`src/core/ulps_defs.svh`:
```
// Register offsets, field positions, reset values and timing counts of the LPM status block.
`ifndef ULPS_DEFS_SVH
`define ULPS_DEFS_SVH

// ****************************************
// Register map (byte offsets)
// ****************************************
`define ULPS_OFF_CTRL 12'h000
`define ULPS_OFF_STATUS 12'h004
`define ULPS_OFF_IEN 12'h008
`define ULPS_OFF_INFO 12'h00C

// ****************************************
// Control register fields
// ****************************************
`define ULPS_CTRL_EN 0
`define ULPS_CTRL_NAK 1
`define ULPS_CTRL_RWAKE 2
`define ULPS_CTRL_LS_LSB 4
`define ULPS_CTRL_EP_LSB 8
`define ULPS_CTRL_RT_LSB 12
`define ULPS_CTRL_LS_RST 4'h1
`define ULPS_CTRL_RT_RST 4'h0

// ****************************************
// Event flag positions, shared by status and enable registers
// ****************************************
`define ULPS_FLAG_ERROR 0
`define ULPS_FLAG_WAKEUP 1
`define ULPS_FLAG_UNFINISHED 2
`define ULPS_FLAG_ACCEPTED 3
`define ULPS_FLAG_NOT_YET 4
`define ULPS_FLAG_STALLED 5
`define ULPS_FLAG_W 6

// ****************************************
// Info register fields
// ****************************************
`define ULPS_INFO_EP_LSB 0
`define ULPS_INFO_LS_LSB 4
`define ULPS_INFO_RWAKE 8
`define ULPS_INFO_SUSP 9
`define ULPS_INFO_HOST 10

// ****************************************
// Link state and timing
// ****************************************
`define ULPS_LINK_SLEEP_CODE 4'h1
`define ULPS_RETRY_LIMIT 2'h3
`define ULPS_CLK_MHZ 100
`define ULPS_RESUME_BASE_US 50
`define ULPS_RESUME_STEP_US 75
`define ULPS_RESUME_BASE_CYC (`ULPS_RESUME_BASE_US * `ULPS_CLK_MHZ)
`define ULPS_RESUME_STEP_CYC (`ULPS_RESUME_STEP_US * `ULPS_CLK_MHZ)

`endif

```
`src/core/ulps_pkg.sv`:
```
// Types shared by the LPM status block.
package ulps_pkg;

  typedef enum logic [1:0] {
    ULPS_HS_ACK,
    ULPS_HS_NYET,
    ULPS_HS_STALL,
    ULPS_HS_NAK
  } ulps_hs_t;

  typedef enum logic [1:0] {
    ULPS_ST_RUN,
    ULPS_ST_SLEEP,
    ULPS_ST_RESUME
  } ulps_state_t;

endpackage

```
`src/core/ulps_retry.sv`:
```
// Host-side attempt counter that retries a failing LPM request and gives up after the limit.
`include "ulps_defs.svh"

module ulps_retry
  import ulps_pkg::*;
(
  input wire logic clk,
  input wire logic sys_rst,
  input wire logic host_mode,
  input wire logic send_start,
  input wire logic attempt_fail,
  input wire logic attempt_done,
  output logic retry_req,
  output logic give_up
);

  logic [1:0] cnt_reg;
  logic [1:0] cnt_next;
  logic retry_reg;
  logic retry_next;
  logic give_up_reg;
  logic give_up_next;

  always_comb begin
    cnt_next = cnt_reg;
    retry_next = 1'b0;
    give_up_next = 1'b0;
    if (!host_mode || send_start || attempt_done) begin
      cnt_next = 2'h0;
    end else if (attempt_fail) begin
      // A timeout or corrupted answer counts as one failed attempt.
      if (cnt_reg + 2'h1 == `ULPS_RETRY_LIMIT) begin
        give_up_next = 1'b1; // [RQ4]
        cnt_next = 2'h0;
      end else begin
        retry_next = 1'b1; // [RQ4]
        cnt_next = cnt_reg + 2'h1;
      end
    end
  end

  always_ff @(posedge clk) begin
    if (sys_rst) begin
      cnt_reg <= 2'h0;
      retry_reg <= 1'b0;
      give_up_reg <= 1'b0;
    end else begin
      cnt_reg <= cnt_next;
      retry_reg <= retry_next;
      give_up_reg <= give_up_next;
    end
  end

  assign retry_req = retry_reg;
  assign give_up = give_up_reg;

endmodule

```
`src/core/ulps_top.sv`:
```
// LPM status, event flags and AHB-Lite register slave of a dual-role USB controller.
//
// Functional notes
// RQ1: Device mode: endpoint of last received LPM.
// RQ2: Host mode: endpoint field shows target endpoint.
// RQ3: Host mode: bus error sets error flag.
// RQ4: Host mode: retry; three failures set unfinished.
// RQ5: Host mode: ACK/NYET/STALL answer sets flag.
// RQ6: Device: unsupported state stalls, sets error, captured.
// RQ7: Device: pending transmit data gives NYET, unfinished.
// RQ8: Device: acknowledge enters suspend, sets accepted.
// RQ9: Device: responses disabled give NYET, not-yet flag.
// RQ10: Device: every stalled LPM sets stalled flag.
// RQ11: Leaving LPM low power sets wakeup flag.
// RQ12: Each flag has enable; enabled flags interrupt.
// RQ13: Status read returns and clears all flags.
// RQ14: Link state: host supplies it, device captures.
// RQ15: Device captures link state on every LPM.
// RQ16: Remote wake: host supplies it, device captures.
// RQ17: Host resume length 50 to 1175 us.
// RQ18: Device entering sleep disables further LPM responses.
// RQ19: Suspended: NAK non-LPM only with option set.
// RQ20: Software targets LPM at addresses 1 to 127.
// RQ21: Flags stick until read; enabled OR drives interrupt.
//
// Added by the designer: the AHB-Lite register port and the placing of the registers.
`include "ulps_defs.svh"

module ulps_top
  import ulps_pkg::*;
#(
  parameter int unsigned RESUME_BASE_CYC = `ULPS_RESUME_BASE_CYC,
  parameter int unsigned RESUME_STEP_CYC = `ULPS_RESUME_STEP_CYC
) (
  input wire logic clk,
  input wire logic sys_rst,
  input wire logic hsel,
  input wire logic [31:0] haddr,
  input wire logic [1:0] htrans,
  input wire logic hwrite,
  input wire logic [2:0] hsize,
  input wire logic [31:0] hwdata,
  input wire logic hready,
  output logic hreadyout,
  output logic hresp,
  output logic [31:0] hrdata,
  input wire logic host_mode,
  input wire logic rx_lpm_valid,
  input wire logic [2:0] rx_lpm_endpoint,
  input wire logic [3:0] rx_lpm_link_state,
  input wire logic rx_lpm_remote_wake,
  input wire logic rx_token_valid,
  input wire logic tx_fifo_pending,
  input wire logic wake_detect,
  output logic reply_valid,
  output ulps_hs_t reply_code,
  output logic lpm_suspended,
  input wire logic host_send_start,
  input wire logic host_tx_error,
  input wire logic host_attempt_fail,
  input wire logic host_resp_valid,
  input wire ulps_hs_t host_resp_code,
  input wire logic host_resume_start,
  output logic host_retry,
  output logic host_resume_drive,
  output logic [2:0] host_endpoint_index_code,
  output logic [3:0] host_link_state,
  output logic host_remote_wake_permit,
  output logic usb_irq
);

  // ****************************************
  // Declarations
  // ****************************************
  localparam int FW = `ULPS_FLAG_W;

  logic lpm_enable_reg, lpm_enable_next;
  logic suspend_nak_option_reg, suspend_nak_option_next;
  logic remote_wake_permit_reg, remote_wake_permit_next;
  logic [3:0] link_state_cfg_reg, link_state_cfg_next;
  logic [2:0] endpoint_cfg_reg, endpoint_cfg_next;
  logic [3:0] resume_time_reg, resume_time_next;
  logic [FW-1:0] flags_reg, flags_next;
  logic [FW-1:0] ien_reg, ien_next;
  logic [2:0] cap_endpoint_reg, cap_endpoint_next;
  logic [3:0] cap_link_state_reg, cap_link_state_next;
  logic cap_remote_wake_reg, cap_remote_wake_next;
  logic reply_valid_reg, reply_valid_next;
  ulps_hs_t reply_code_reg, reply_code_next;
  logic dp_write_reg, dp_write_next;
  logic [11:0] dp_addr_reg, dp_addr_next;
  logic [31:0] hrdata_reg, hrdata_next;
  ulps_state_t state_reg, state_next;
  logic [16:0] resume_cnt_reg, resume_cnt_next;
  logic [FW-1:0] dev_set;
  logic [FW-1:0] host_set;
  logic [FW-1:0] fsm_set;
  logic [FW-1:0] set_vec;
  logic dev_accept;
  logic give_up;
  logic addr_phase;

  // ****************************************
  // Host retry counter
  // ****************************************
  ulps_retry u_retry (
    .clk(clk),
    .sys_rst(sys_rst),
    .host_mode(host_mode),
    .send_start(host_send_start),
    .attempt_fail(host_attempt_fail),
    .attempt_done(host_resp_valid),
    .retry_req(host_retry),
    .give_up(give_up)
  );

  // ****************************************
  // LPM answers and event sources
  // ****************************************
  always_comb begin
    dev_set = '0;
    host_set = '0;
    dev_accept = 1'b0;
    reply_valid_next = 1'b0;
    reply_code_next = reply_code_reg;
    cap_endpoint_next = cap_endpoint_reg;
    cap_link_state_next = cap_link_state_reg;
    cap_remote_wake_next = cap_remote_wake_reg;
    if (!host_mode && rx_lpm_valid) begin
      // The request is captured whatever answer it gets.
      cap_endpoint_next = rx_lpm_endpoint; // [RQ1]
      cap_link_state_next = rx_lpm_link_state; // [RQ14] [RQ15]
      cap_remote_wake_next = rx_lpm_remote_wake; // [RQ16]
      reply_valid_next = 1'b1;
      if (!lpm_enable_reg) begin
        reply_code_next = ULPS_HS_NYET; // [RQ9] [RQ18]
        dev_set[`ULPS_FLAG_NOT_YET] = 1'b1; // [RQ9]
      end else if (rx_lpm_link_state != `ULPS_LINK_SLEEP_CODE) begin
        reply_code_next = ULPS_HS_STALL; // [RQ6]
        dev_set[`ULPS_FLAG_ERROR] = 1'b1; // [RQ6]
        dev_set[`ULPS_FLAG_STALLED] = 1'b1; // [RQ10]
      end else if (tx_fifo_pending) begin
        reply_code_next = ULPS_HS_NYET; // [RQ7]
        dev_set[`ULPS_FLAG_UNFINISHED] = 1'b1; // [RQ7]
      end else begin
        reply_code_next = ULPS_HS_ACK; // [RQ8]
        dev_set[`ULPS_FLAG_ACCEPTED] = 1'b1; // [RQ8]
        dev_accept = 1'b1;
      end
    end else if (!host_mode && rx_token_valid && state_reg == ULPS_ST_SLEEP
                 && suspend_nak_option_reg) begin
      // Without the option a suspended device stays silent.
      reply_valid_next = 1'b1; // [RQ19]
      reply_code_next = ULPS_HS_NAK; // [RQ19]
    end
    if (host_mode) begin
      host_set[`ULPS_FLAG_ERROR] = host_tx_error; // [RQ3]
      host_set[`ULPS_FLAG_UNFINISHED] = give_up; // [RQ4]
      if (host_resp_valid) begin
        host_set[`ULPS_FLAG_ACCEPTED] = host_resp_code == ULPS_HS_ACK; // [RQ5]
        host_set[`ULPS_FLAG_NOT_YET] = host_resp_code == ULPS_HS_NYET; // [RQ5]
        host_set[`ULPS_FLAG_STALLED] = host_resp_code == ULPS_HS_STALL; // [RQ5]
      end
    end
  end

  // ****************************************
  // Power state: suspend and host resume timing
  // ****************************************
  always_comb begin
    state_next = state_reg;
    resume_cnt_next = resume_cnt_reg;
    fsm_set = '0;
    unique case (state_reg)
      ULPS_ST_RUN: begin
        if (host_mode && host_resume_start) begin
          state_next = ULPS_ST_RESUME;
          resume_cnt_next = 17'(RESUME_BASE_CYC + 32'(resume_time_reg) * RESUME_STEP_CYC
                                - 1); // [RQ17]
        end else if (dev_accept) begin
          state_next = ULPS_ST_SLEEP; // [RQ8]
        end
      end
      ULPS_ST_SLEEP: begin
        if (wake_detect || host_mode) begin
          state_next = ULPS_ST_RUN;
          fsm_set[`ULPS_FLAG_WAKEUP] = 1'b1; // [RQ11]
        end
      end
      ULPS_ST_RESUME: begin
        if (resume_cnt_reg == 17'h0) begin
          state_next = ULPS_ST_RUN;
          fsm_set[`ULPS_FLAG_WAKEUP] = 1'b1; // [RQ11]
        end else begin
          resume_cnt_next = resume_cnt_reg - 17'h1; // [RQ17]
        end
      end
      default: begin
        state_next = ULPS_ST_RUN;
      end
    endcase
  end

  assign set_vec = dev_set | host_set | fsm_set;
  assign addr_phase = hsel && htrans[1] && hready;

  // ****************************************
  // Register file and bus slave
  // ****************************************
  always_comb begin
    lpm_enable_next = lpm_enable_reg;
    suspend_nak_option_next = suspend_nak_option_reg;
    remote_wake_permit_next = remote_wake_permit_reg;
    link_state_cfg_next = link_state_cfg_reg;
    endpoint_cfg_next = endpoint_cfg_reg;
    resume_time_next = resume_time_reg;
    ien_next = ien_reg;
    hrdata_next = hrdata_reg;
    dp_write_next = addr_phase && hwrite;
    dp_addr_next = addr_phase ? haddr[11:0] : dp_addr_reg;
    // Hardware auto-disable on acceptance; a write in the same cycle wins.
    if (dev_accept) begin
      lpm_enable_next = 1'b0; // [RQ18]
    end
    if (dp_write_reg && dp_addr_reg == `ULPS_OFF_CTRL) begin
      lpm_enable_next = hwdata[`ULPS_CTRL_EN];
      suspend_nak_option_next = hwdata[`ULPS_CTRL_NAK];
      remote_wake_permit_next = hwdata[`ULPS_CTRL_RWAKE];
      link_state_cfg_next = hwdata[`ULPS_CTRL_LS_LSB +: 4];
      endpoint_cfg_next = hwdata[`ULPS_CTRL_EP_LSB +: 3];
      resume_time_next = hwdata[`ULPS_CTRL_RT_LSB +: 4];
    end
    if (dp_write_reg && dp_addr_reg == `ULPS_OFF_IEN) begin
      ien_next = hwdata[FW-1:0]; // [RQ12]
    end
    // Events of this cycle are merged into the read so a clear never loses one.
    flags_next = flags_reg | set_vec; // [RQ21]
    if (addr_phase && !hwrite) begin
      hrdata_next = 32'h0;
      unique case (haddr[11:0])
        `ULPS_OFF_CTRL: begin
          hrdata_next[`ULPS_CTRL_EN] = lpm_enable_next;
          hrdata_next[`ULPS_CTRL_NAK] = suspend_nak_option_next;
          hrdata_next[`ULPS_CTRL_RWAKE] = remote_wake_permit_next;
          hrdata_next[`ULPS_CTRL_LS_LSB +: 4] = link_state_cfg_next;
          hrdata_next[`ULPS_CTRL_EP_LSB +: 3] = endpoint_cfg_next;
          hrdata_next[`ULPS_CTRL_RT_LSB +: 4] = resume_time_next;
        end
        `ULPS_OFF_STATUS: begin
          hrdata_next[FW-1:0] = flags_reg | set_vec; // [RQ13]
          flags_next = '0; // [RQ13]
        end
        `ULPS_OFF_IEN: begin
          hrdata_next[FW-1:0] = ien_next;
        end
        `ULPS_OFF_INFO: begin
          hrdata_next[`ULPS_INFO_EP_LSB +: 3] = host_mode ? endpoint_cfg_next
                                                          : cap_endpoint_next; // [RQ1] [RQ2]
          hrdata_next[`ULPS_INFO_LS_LSB +: 4] = host_mode ? link_state_cfg_next
                                                          : cap_link_state_next; // [RQ14]
          hrdata_next[`ULPS_INFO_RWAKE] = host_mode ? remote_wake_permit_next
                                                    : cap_remote_wake_next; // [RQ16]
          hrdata_next[`ULPS_INFO_SUSP] = state_reg == ULPS_ST_SLEEP;
          hrdata_next[`ULPS_INFO_HOST] = host_mode;
        end
        default: begin
          hrdata_next = 32'h0;
        end
      endcase
    end
  end

  always_ff @(posedge clk) begin
    if (sys_rst) begin
      lpm_enable_reg <= 1'b0;
      suspend_nak_option_reg <= 1'b0;
      remote_wake_permit_reg <= 1'b0;
      link_state_cfg_reg <= `ULPS_CTRL_LS_RST;
      endpoint_cfg_reg <= 3'h0;
      resume_time_reg <= `ULPS_CTRL_RT_RST;
      flags_reg <= '0;
      ien_reg <= '0;
      cap_endpoint_reg <= 3'h0;
      cap_link_state_reg <= 4'h0;
      cap_remote_wake_reg <= 1'b0;
      reply_valid_reg <= 1'b0;
      reply_code_reg <= ULPS_HS_ACK;
      dp_write_reg <= 1'b0;
      dp_addr_reg <= 12'h000;
      hrdata_reg <= 32'h0;
      state_reg <= ULPS_ST_RUN;
      resume_cnt_reg <= 17'h0;
    end else begin
      lpm_enable_reg <= lpm_enable_next;
      suspend_nak_option_reg <= suspend_nak_option_next;
      remote_wake_permit_reg <= remote_wake_permit_next;
      link_state_cfg_reg <= link_state_cfg_next;
      endpoint_cfg_reg <= endpoint_cfg_next;
      resume_time_reg <= resume_time_next;
      flags_reg <= flags_next;
      ien_reg <= ien_next;
      cap_endpoint_reg <= cap_endpoint_next;
      cap_link_state_reg <= cap_link_state_next;
      cap_remote_wake_reg <= cap_remote_wake_next;
      reply_valid_reg <= reply_valid_next;
      reply_code_reg <= reply_code_next;
      dp_write_reg <= dp_write_next;
      dp_addr_reg <= dp_addr_next;
      hrdata_reg <= hrdata_next;
      state_reg <= state_next;
      resume_cnt_reg <= resume_cnt_next;
    end
  end

  // ****************************************
  // Outputs
  // ****************************************
  // Every access completes without wait states and always answers OKAY.
  assign hreadyout = 1'b1;
  assign hresp = 1'b0;
  assign hrdata = hrdata_reg;
  assign reply_valid = reply_valid_reg;
  assign reply_code = reply_code_reg;
  assign lpm_suspended = state_reg == ULPS_ST_SLEEP;
  assign host_resume_drive = state_reg == ULPS_ST_RESUME;
  assign host_endpoint_index_code = endpoint_cfg_reg; // [RQ2]
  assign host_link_state = link_state_cfg_reg; // [RQ14]
  assign host_remote_wake_permit = remote_wake_permit_reg; // [RQ16]
  assign usb_irq = |(flags_reg & ien_reg); // [RQ12] [RQ21]

endmodule

```
`config.mk`:
```
export PLATFORM = sky130hd
export DESIGN_NAME = ulps_top
export DESIGN_NICKNAME = d
export VERILOG_FILES = /design/src/core/ulps_pkg.sv /design/src/core/ulps_retry.sv /design/src/core/ulps_top.sv
export VERILOG_INCLUDE_DIRS = /design/src /design/src/core
export SDC_FILE = /design/constraint.sdc
export NUM_CORES = 1
export LEC_CHECK = 0
export ABC_AREA = 1
export ABC_CLOCK_PERIOD_IN_PS = 2700
export BUFFER_PORTS_ARGS = -buffer_cell sky130_fd_sc_hd__buf_2
export CELL_PAD_IN_SITES_DETAIL_PLACEMENT = 0
export CELL_PAD_IN_SITES_GLOBAL_PLACEMENT = 1
export CORE_ASPECT_RATIO = 0.6
export CORE_MARGIN = 1
export CORE_UTILIZATION = 34
export DETAILED_ROUTE_END_ITERATION = 12
export PLACE_DENSITY = 0.87
export SETUP_SLACK_MARGIN = 0.1
export SYNTH_ARGS = -nofsm -noshare
export SYNTH_HDL_FRONTEND = slang
export SYNTH_SLANG_ARGS = --single-unit
```
`constraint.sdc`:
```
create_clock -name clk -period 2.7 [get_ports clk]
set_clock_uncertainty 0.05 [all_clocks]
set_input_delay 0.135 -clock clk [delete_from_list [all_inputs] [get_ports clk]]
set_output_delay 0.135 -clock clk [all_outputs]
set_load 0.05 [all_outputs]
```
### Yosys cells after proc, flatten, opt, wreduce, memory -nomap -nowiden

Cells that the tools add are included.

| operators by class | value |
|---|---|
| reduce and logical (&&, ||, !) cells | 28 |
| equality and inequality tests | 15 |
| muxes and demuxes | 57 |
| add/sub/neg operators | 4 |
| $mul | 1 |
| bitwise gates (word level) | 5 |

Operator list:

| kind | count |
|---|---|
| 12-bit by 4-bit == test with 1-bit output, second input constant | 3 |
| 17-bit two-way mux | 2 |
| 17-bit one-hot mux with 2 select lines | 1 |
| 17-bit by 1-bit subtractor with 17-bit output, second input constant | 2 |
| 4-bit two-way mux | 7 |
| 12-bit zero test | 2 |
| 1-bit two-way mux | 23 |
| 2-bit two-way mux | 11 |
| 6-bit two-way mux | 3 |
| 13-bit by 17-bit adder with 17-bit output, first input constant | 1 |
| 17-bit zero test | 1 |
| 4-bit by 11-bit multiplier with 15-bit output, second input constant | 1 |
| 12-bit by 3-bit == test with 1-bit output, second input constant | 1 |
| 3-bit two-way mux | 4 |
| 6-bit OR | 2 |
| 3-bit one-hot mux with 4 select lines | 1 |
| 1-bit logical AND | 11 |
| 5-bit one-hot mux with 2 select lines | 1 |
| 2-bit one-hot mux with 4 select lines | 1 |
| 6-bit bitwise AND | 1 |
| 2-bit == test, second input constant | 3 |
| 6-bit by 2-bit OR with 6-bit output | 1 |
| 2-bit one-hot mux with 3 select lines | 1 |
| 3-bit AND reduction | 2 |
| 15 further kinds | 24 |

| word-level totals | value |
|---|---|
| word-level logic and storage cells | 131 |
| input port bits | 94 |
| output and inout port bits | 49 |
| flip-flop bits (word level) | 88 |

### Longest topological paths before layout

Gate-level depths: netlist of the first run.

| logic depth | value |
|---|---|
| depth after elaboration | 9 |
| mapped depth | 20 |
| depth with buffers taken out | 20 |

### Modules after synthesis

From an unflattened synthesis of the first run, not the netlist that was laid out.

| second synthesis, totals | value |
|---|---|
| cells, all modules | 806 |
| area total of the unflattened synthesis | 5557.8 µm² |

By module, submodules not included:

| module | cells an instance | area an instance (µm²) | seq. area each (µm²) | instances |
|---|---|---|---|---|
| ulps_top | 780 | 5368.9 | 1681.6 | 1 |
| ulps_retry | 26 | 188.9 | 80.1 | 1 |

### Worst setup path before layout of the first run

Ideal clock, no wire load.

| timing | value |
|---|---|
| path type | register to register |
| start point | register resume_time_reg[1] |
| end point | register resume_cnt_reg[16] |
| setup time | 0.131 ns |
| period minus slack after synthesis | 2.869 ns |
| stages on the path, launching flop included | 17 |
| path buffers | 0 |
| path slack | -0.169 ns |
| required time | 2.519 ns |
| arrival time | 2.689 ns |
| path through | dfxtp_1 -> inv_1 -> fa_1 -> inv_1 -> ha_1 -> ha_1 -> nand2_1 -> nor2_1 -> nand3_1 -> nand4_1 -> nand2_1 -> nor2_1 -> nand3_1 -> nand2_1 -> nand3_1 -> nand2_1 -> a21oi_2 |

| on the way | value |
|---|---|
| word-level cells in the longest chain between the ends | 5 |

Ends and longest elaborated chain:

| element | RTL line | RTL |
|---|---|---|
| start, declared | ulps_top.sv:82 | `logic [3:0] resume_time_reg, resume_time_next;` |
| start signal, assigned | ulps_top.sv:280 | `` resume_time_reg <= `ULPS_CTRL_RT_RST; `` |
| start signal, assigned | ulps_top.sv:299 | `resume_time_reg <= resume_time_next;` |
| 4-bit by 11-bit multiplier with 15-bit output | ulps_top.sv:178 | `resume_cnt_next = 17'(RESUME_BASE_CYC + 32'(resume_time_reg) * RESUME_STEP_CYC` |
| 13-bit by 17-bit adder with 17-bit output | ulps_top.sv:178 |  |
| 17-bit by 1-bit subtractor with 17-bit output | ulps_top.sv:179 | `- 1);` |
| 17-bit two-way mux | ulps_top.sv:176 | `if (host_mode && host_resume_start) begin` |
| 17-bit one-hot mux with 2 select lines | ulps_top.sv:174 | `unique case (state_reg)` |
| end signal, assigned | ulps_top.sv:311 | `resume_cnt_reg <= resume_cnt_next;` |
| end, declared | ulps_top.sv:94 | `logic [16:0] resume_cnt_reg, resume_cnt_next;` |

No other way between the ends. The select of a mux whose other input is x is not followed.
A chain may end at the register's enable or synchronous reset.

### Worst setup path after layout of the first run

Same ends and word-level chain as after synthesis.

==> results_dict.tcl, run 1 <==
set metrics [dict create \
    die_w_um 167 \
    cpLargestDelayFamily "adder cells" \
    cts_max_path_buffers 2 \
    wl_met1_mm 8.26 \
    grt_overflow 0 \
    synth_top_cell_area_share_pct 31.6 \
    synth_edf_count 0 \
    rsz0062_at_grt "yes" \
    r2r-end "resume_cnt_reg[16]$_SDFFE_PP0P_" \
    clk_latency_ns 0.35 \
    antenna_found_initial 0 \
    grt_pass1_wl_mm 25.2 \
    avgViaCountPerCell 4.84 \
    route.met3.wl_mm 1.10 \
    drt_iter0_markers 333 \
    gp_congestion 0.844 \
    relSlewSlack_pct 62.3 \
    worstHoldEndpoint "host_link_state[2]$_SDFF_PP0_" \
    via_count 5538 \
    power.density_mw_per_mm2 600 \
    largest_reg_flops 17 \
    irDropWorstVdd_v 0.000395 \
    synthFlopType "dfxtp_1" \
    synth_cells 815 \
    period_share_pct 99.5 \
    crit_arrival_ns 2.92 \
    hold_path_class "input port to register" \
    hpwlAfterDp_mm 11.8 \
    cts_tree "done" \
    crit_top_cell "nand2_1" \
    avgSynthCellArea_um2 6.84 \
    synth_cell_type_count 54 \
    routed_wl_mm 15.8 \
    min_delay_path_depth 3 \
    grt_max_degree 29 \
    drive_gt1_share_pct 28.4 \
    fillers 1600 \
    root_buffer "clkbuf_16" \
    final_common_cell "nand2_1" \
    core-area_mm2 0.0157 \
    hold_viol_final 0 \
    hold_start "hwdata[6]" \
    post-route-min-period_ns 2.69 \
    drcViolationCount 0 \
    ant_nets 0 \
    p_leak_uw 0.00344 \
    setup-tns-final_ns 0 \
    initial_utilization_pct 35.6 \
    path_cells "inv_4 > fa_1 > inv_2 > ha_4 > ha_4 > nand2_4 > buf_4 > nor2_4 > nand3_1 > nand2_1 > nand2_1 > nand2_1 > nand4_1 > nand3_2 > nand2_1 > a21oi_2" \
    worstSetupStartpointType "register" \
    r2r-start "resume_time_reg[1]$_SDFF_PP0_" \
    num_io_pins 143 \
    row_count 35 \
    finalMaxSlewViolations 0 \
    mostFrequentLayoutCells "147 x nand2_1, 99 x inv_1, 85 x dfxtp_1, 82 x buf_2, 81 x nor2_1" \
    diodes 0 \
    clock.fmax_mhz 372 \
    htreeDepth 3 \
    wl_met2_mm 6.36 \
    worstSetupPathType "register to register" \
    die-area_mm2 0.0169 \
    cp_slowest_cell "fa_1" \
    fp.dieH_um 101 \
    max_stage_delay_ns 0.55 \
    detail_route.wl_per_cell_um 13.8 \
    routed.top_layer "met4" \
    cp_max_fo 5 \
    synth-seq-cells 88 \
    cts.sinks 88 \
    synth-async-reset-ratio_pct 0 \
    reg2regPathDepth 16 \
    regToRegSetupSlack_ns 0.01 \
    synth_area_mm2 0.00558 \
    cp.required_ns 2.93 \
    portBuffers 82 \
    final_core_util_pct 46.2 \
    gr-usage-all-layers_pct 18.8 \
    syn_to_final_growth_pct 30.0 \
    worst_pin_slew_ns 0.560 \
    drt-pass1-iter-count 5 \
    cp-end-kind "register" \
    yosys.area.top_type "dfxtp_1" \
    fin_nets 1061 \
    first_global_vias 4946 \
    status "complete, no violations" \
    synth_area_leaders "dfxtp_1 32%, nand2_1 11%, inv_1 6.9%, ha_1 6.5%, nor2_1 6.2%" \
    clk_pin_slew_ns 0.07 \
    ys.warnings.count 0 \
    synth_seq_area_share_pct 31.6 \
    cap_viol_max_count 0 \
    cts_made_buffers 9 \
    setup_viol 0 \
    crit_buf_inv 3 \
]
[synth_stat cells (all sizes together) (4+ instances only)]
master and n:
a21oi 63, o21ai 69, clkbuf 12, nor3 17, a31oi 10, nand4 11
nor2 99, a21o 4, or2 9, nand3b 5, buf 28, ha 29
mux2i 5, dfxtp 88, nand2 176, inv 111, nand3 42, a211oi 5
xor2 9
[worst max path at each step]
stage | start | to | slack (ns) | depth (start not counted)
global placement | resume_time_reg[2]$_SDFF_PP0_ | resume_cnt_reg[16]$_SDFFE_PP0P_ | -0.06 | 18
finish | resume_time_reg[1]$_SDFF_PP0_ | resume_cnt_reg[16]$_SDFFE_PP0P_ | 0.01 | 16
global route | resume_time_reg[1]$_SDFF_PP0_ | resume_cnt_reg[15]$_SDFFE_PP0P_ | -0.15 | 16
CTS | resume_time_reg[2]$_SDFF_PP0_ | resume_cnt_reg[16]$_SDFFE_PP0P_ | 0.009 | 16
floorplan | resume_time_reg[1]$_SDFF_PP0_ | resume_cnt_reg[16]$_SDFFE_PP0P_ | 0.10 | 16
detailed placement | resume_time_reg[2]$_SDFF_PP0_ | resume_cnt_reg[16]$_SDFFE_PP0P_ | -0.10 | 20
[worst reg2reg max path: cells and delay by family, from the launching register on]
| family | cells | cell delay, ns |
|---|---|---|
| adder cells (fa/ha/maj) | 3 | 1.07 |
| AND/OR/NAND/NOR | 9 | 0.77 |
| flip-flops | 1 | 0.40 |
| buffers and inverters | 3 | 0.24 |
| AO/OA/AOI/OAI | 1 | 0.10 |
[power by group]
group	internal (uW)	switching, uW	total (uW)	leakage [uW]
clock network	736	565	1300	0.000153
registers	1420	113	1540	0.000719
logic	496	1020	1510	0.00257
total	2660	1700	4350	0.00344
[cell families (layout without fill, tap and decap cells)]
logic type      Yosys count  count (layout)  synth area share [%]
mux                       5               5                 0.898
buf+inv                 151             260                  12.1
simple gates            363             363                  29.5
compound gates          164             164                  16.8
xor+xnor                 11              11                  1.73
other cells               2              19                 0.135
flops                    88              88                  31.6
fa+ha+maj                31              31                  7.23
[per-stage QoR]
| step | power, uW | std cells | hold slack, ns | area, um^2 | worst slack (ns) |
|---|---|---|---|---|---|
| 6_report | 4350 | 1144 | 0.00771 | 7250 | 0.0132 |
| 5_1_grt | 4640 | 1144 | 0.0355 | 7250 | -0.146 |
| 4_1_cts | 4340 | 1136 | 0.00420 | 6930 | 0.00871 |
| 3_5_place_dp | 3010 | 1113 | 0.339 | 6390 | -0.104 |
| 3_3_place_gp | 2990 | 1113 | 0.336 | 6390 | -0.0573 |
| 2_1_floorplan | 2730 | 832 | 0.165 | 5710 | 0.104 |
[cell type report]
cell class	instances	area (um^2)	area share (%)
Inverter	111	424	5.85
Clock buffer	9	225	3.11
Sequential cell	88	1770	24.4
Clock inverter	7	82.6	1.14
Tap cell	203	254	3.50
Timing Repair Buffer	133	818	11.3
Multi-Input combinational cell	593	3670	50.7
[per-layer routing]
layer  up-vias  track usage, %
li1       2860               -
met1      2516            29.0
met2       155            26.2
met3         7            4.18
met4         0            3.39
met5         -               0
[timing repair]
item,4_1_cts,5_1_grt
gates cloned,0,0
gates resized for setup,40,60
hold endpoints to repair,4,0
endpoints found under the setup margin,6,8
setup buffers,5,8
pin swaps,32,33
hold buffers,4,0
Power figures use the tool's default switching activity.
==> inputs of run 2 (changes only) <==
--- a/config.mk
+++ b/config.mk
@@ -7,15 +7,15 @@
 export NUM_CORES = 1
 export LEC_CHECK = 0
 export ABC_AREA = 1
-export ABC_CLOCK_PERIOD_IN_PS = 2700
+export ABC_CLOCK_PERIOD_IN_PS = 2650
 export BUFFER_PORTS_ARGS = -buffer_cell sky130_fd_sc_hd__buf_2
 export CELL_PAD_IN_SITES_DETAIL_PLACEMENT = 0
 export CELL_PAD_IN_SITES_GLOBAL_PLACEMENT = 1
 export CORE_ASPECT_RATIO = 0.6
-export CORE_MARGIN = 1
-export CORE_UTILIZATION = 34
+export CORE_MARGIN = 2
+export CORE_UTILIZATION = 38
 export DETAILED_ROUTE_END_ITERATION = 12
-export PLACE_DENSITY = 0.87
+export PLACE_DENSITY = 0.92
 export SETUP_SLACK_MARGIN = 0.1
 export SYNTH_ARGS = -nofsm -noshare
 export SYNTH_HDL_FRONTEND = slang
==> constraint.sdc (replaced) <==
create_clock -name clk -period 2.65 [get_ports clk]
set_clock_uncertainty 0.05 [all_clocks]
set_input_delay 0.1325 -clock clk [delete_from_list [all_inputs] [get_ports clk]]
set_output_delay 0.1325 -clock clk [all_outputs]
set_load 0.05 [all_outputs]
==> results_dict.tcl, run 2 (same netlist as run 1, synthesis figures left out) <==
set metrics [dict create \
    final_core_util_pct 50.8 \
    gr-usage-all-layers_pct 19.5 \
    status "finished with violations" \
    die-area_mm2 0.0157 \
    setup_ws_ns -0.0833 \
    hold_path_class "input port to register" \
    routed.top_layer "met4" \
    detail_route.wl_per_cell_um 13.8 \
    cts_made_buffers 9 \
    power.density_mw_per_mm2 613 \
    violations "negative setup slack" \
    syn_to_final_growth_pct 31.4 \
    cts_max_path_buffers 2 \
    fin_hold_ws_ns 0.0224 \
    largest_reg_flops 17 \
    die_w_um 160 \
    cts.sinks 88 \
    crit_end "resume_cnt_reg[16]$_SDFFE_PP0P_" \
    worst_pin_slew_ns 1.02 \
    num_io_pins 143 \
    setup_viol 4 \
    routed_wl_mm 15.8 \
    route.met3.wl_mm 1.07 \
    regToRegSetupSlack_ns -0.08 \
    row_count 34 \
    gp_congestion 0.841 \
    drive_gt1_share_pct 29.7 \
    post-route-min-period_ns 2.73 \
    core-area_mm2 0.0144 \
    via_count 5583 \
    clk_latency_ns 0.35 \
    crit_arrival_ns 2.92 \
    mostFrequentLayoutCells "144 x nand2_1, 95 x inv_1, 85 x dfxtp_1, 82 x nor2_1, 82 x buf_2" \
    cp.required_ns 2.83 \
    antenna_found_initial 0 \
    final_common_cell "nand2_1" \
    fin_nets 1068 \
    root_buffer "clkbuf_16" \
    r2r-end "resume_cnt_reg[16]$_SDFFE_PP0P_" \
    diodes 0 \
    cp_max_fo 5 \
    first_global_vias 4985 \
    postLayoutCellArea_mm2 0.00733 \
    irDropWorstVdd_v 0.000298 \
    cap_viol_max_count 0 \
    clk_pin_slew_ns 0.07 \
    fp.dieH_um 97.8 \
    finalMaxSlewViolations 0 \
    drt_iter0_markers 330 \
    multi_input_area_mm2 0.00368 \
    relSlewSlack_pct 31.6 \
    grt_max_degree 32 \
    rsz0062_at_grt "yes" \
    p_leak_uw 0.00342 \
    reg2regPathDepth 16 \
    grt_overflow 0 \
    worstSetupPathType "register to register" \
    htreeDepth 3 \
    cp-startpoint "resume_time_reg[1]$_SDFF_PP0_" \
    r2r-start "resume_time_reg[1]$_SDFF_PP0_" \
    grt_pass1_wl_mm 24.7 \
    dp_slack_ns -0.141 \
    hold_viol_final 0 \
    worstSetupStartpointType "register" \
    cts_tree "done" \
    drt-pass1-iter-count 6 \
    avgViaCountPerCell 4.87 \
    initial_utilization_pct 38.7 \
    wl_met2_mm 6.50 \
    wl_met1_mm 8.15 \
    drcViolationCount 0 \
    placed_area_mm2 0.00645 \
    cp-end-kind "register" \
    portBuffers 82 \
    period_share_pct 103 \
    ant_nets 0 \
    hpwlAfterDp_mm 11.6 \
    clock.fmax_mhz 366 \
    fillers 1410 \
    seq_area_mm2 0.00177 \
]
## run 2: cell types whose count changed in the layout (fill, tap and decap cells not counted), sizes merged
cell	change
inv	-1
clkinv	+1
buf	+4
dlygate4sd3	+3
## run 2: area by class of cell
cell class | instances | share of cell area, %
Multi-Input combinational cell | 593 | 50.2
Sequential cell | 88 | 24.2
Timing Repair Buffer | 140 | 12.0
Inverter | 111 | 5.79
Tap cell | 198 | 3.38
Clock buffer | 9 | 3.07
Clock inverter | 7 | 1.33
## run 2: critical path: stages, from the launching register on
cell	delay, ns
dfxtp_4	0.38
ha_4	0.28
xor2_1	0.19
ha_1	0.30
ha_4	0.28
nand2_1	0.08
nand2_1	0.10
a21oi_2	0.17
nand3_1	0.11
nand2_1	0.10
nand2_2	0.08
nor2_4	0.13
nand3_1	0.07
nand2_1	0.07
nand3_2	0.09
nand2_2	0.08
a21oi_2	0.04
## run 2: through the flow
step / instances / total power [uW] / TNS (ns)
finish: 1146 / 4490 / -0.230
global route: 1146 / 4760 / -0.959
CTS: 1140 / 4480 / -0.148
detailed placement: 1114 / 3070 / -0.362
global placement: 1114 / 3040 / -0.0719
floorplan: 832 / 2780 / 0
## run 2: where the power goes
group | internal (uW) | total, uW | switching [uW] | leakage [uW]
Sequential | 1450 | 1570 | 121 | 0.000719
Clock | 764 | 1370 | 609 | 0.000159
Combinational | 516 | 1550 | 1030 | 0.00254
## run 2: worst min-delay path by stage
| stage | startpoint | endpoint | slack [ns] | cells past startpoint |
|---|---|---|---|---|
| after floorplan | sys_rst | resume_time_reg[1]$_SDFF_PP0_ | 0.16 | 1 |
| after global placement | hwrite | dp_write_reg$_SDFF_PP0_ | 0.33 | 3 |
| after detailed placement | hwrite | dp_write_reg$_SDFF_PP0_ | 0.33 | 3 |
| after CTS | hwdata[14] | resume_time_reg[2]$_SDFF_PP0_ | 0.008 | 3 |
| after global routing | rx_token_valid | reply_valid$_SDFF_PP0_ | 0.04 | 3 |
| final | host_send_start | u_retry.retry_req$_SDFF_PP0_ | 0.02 | 4 |
## run 2: routing by layer
metal,vias up,track usage (%)
met5,-,0
met4,0,4.16
li1,2883,-
met2,171,27.3
met1,2519,30.7
met3,10,3.44
## run 2: repair_timing
item                                    CTS  global route
endpoints found under the setup margin    8             8
pin swaps                                15            39
hold buffers                              7             0
setup buffers                             3             7
gates resized for setup                  35            69
hold endpoints to repair                  7             0
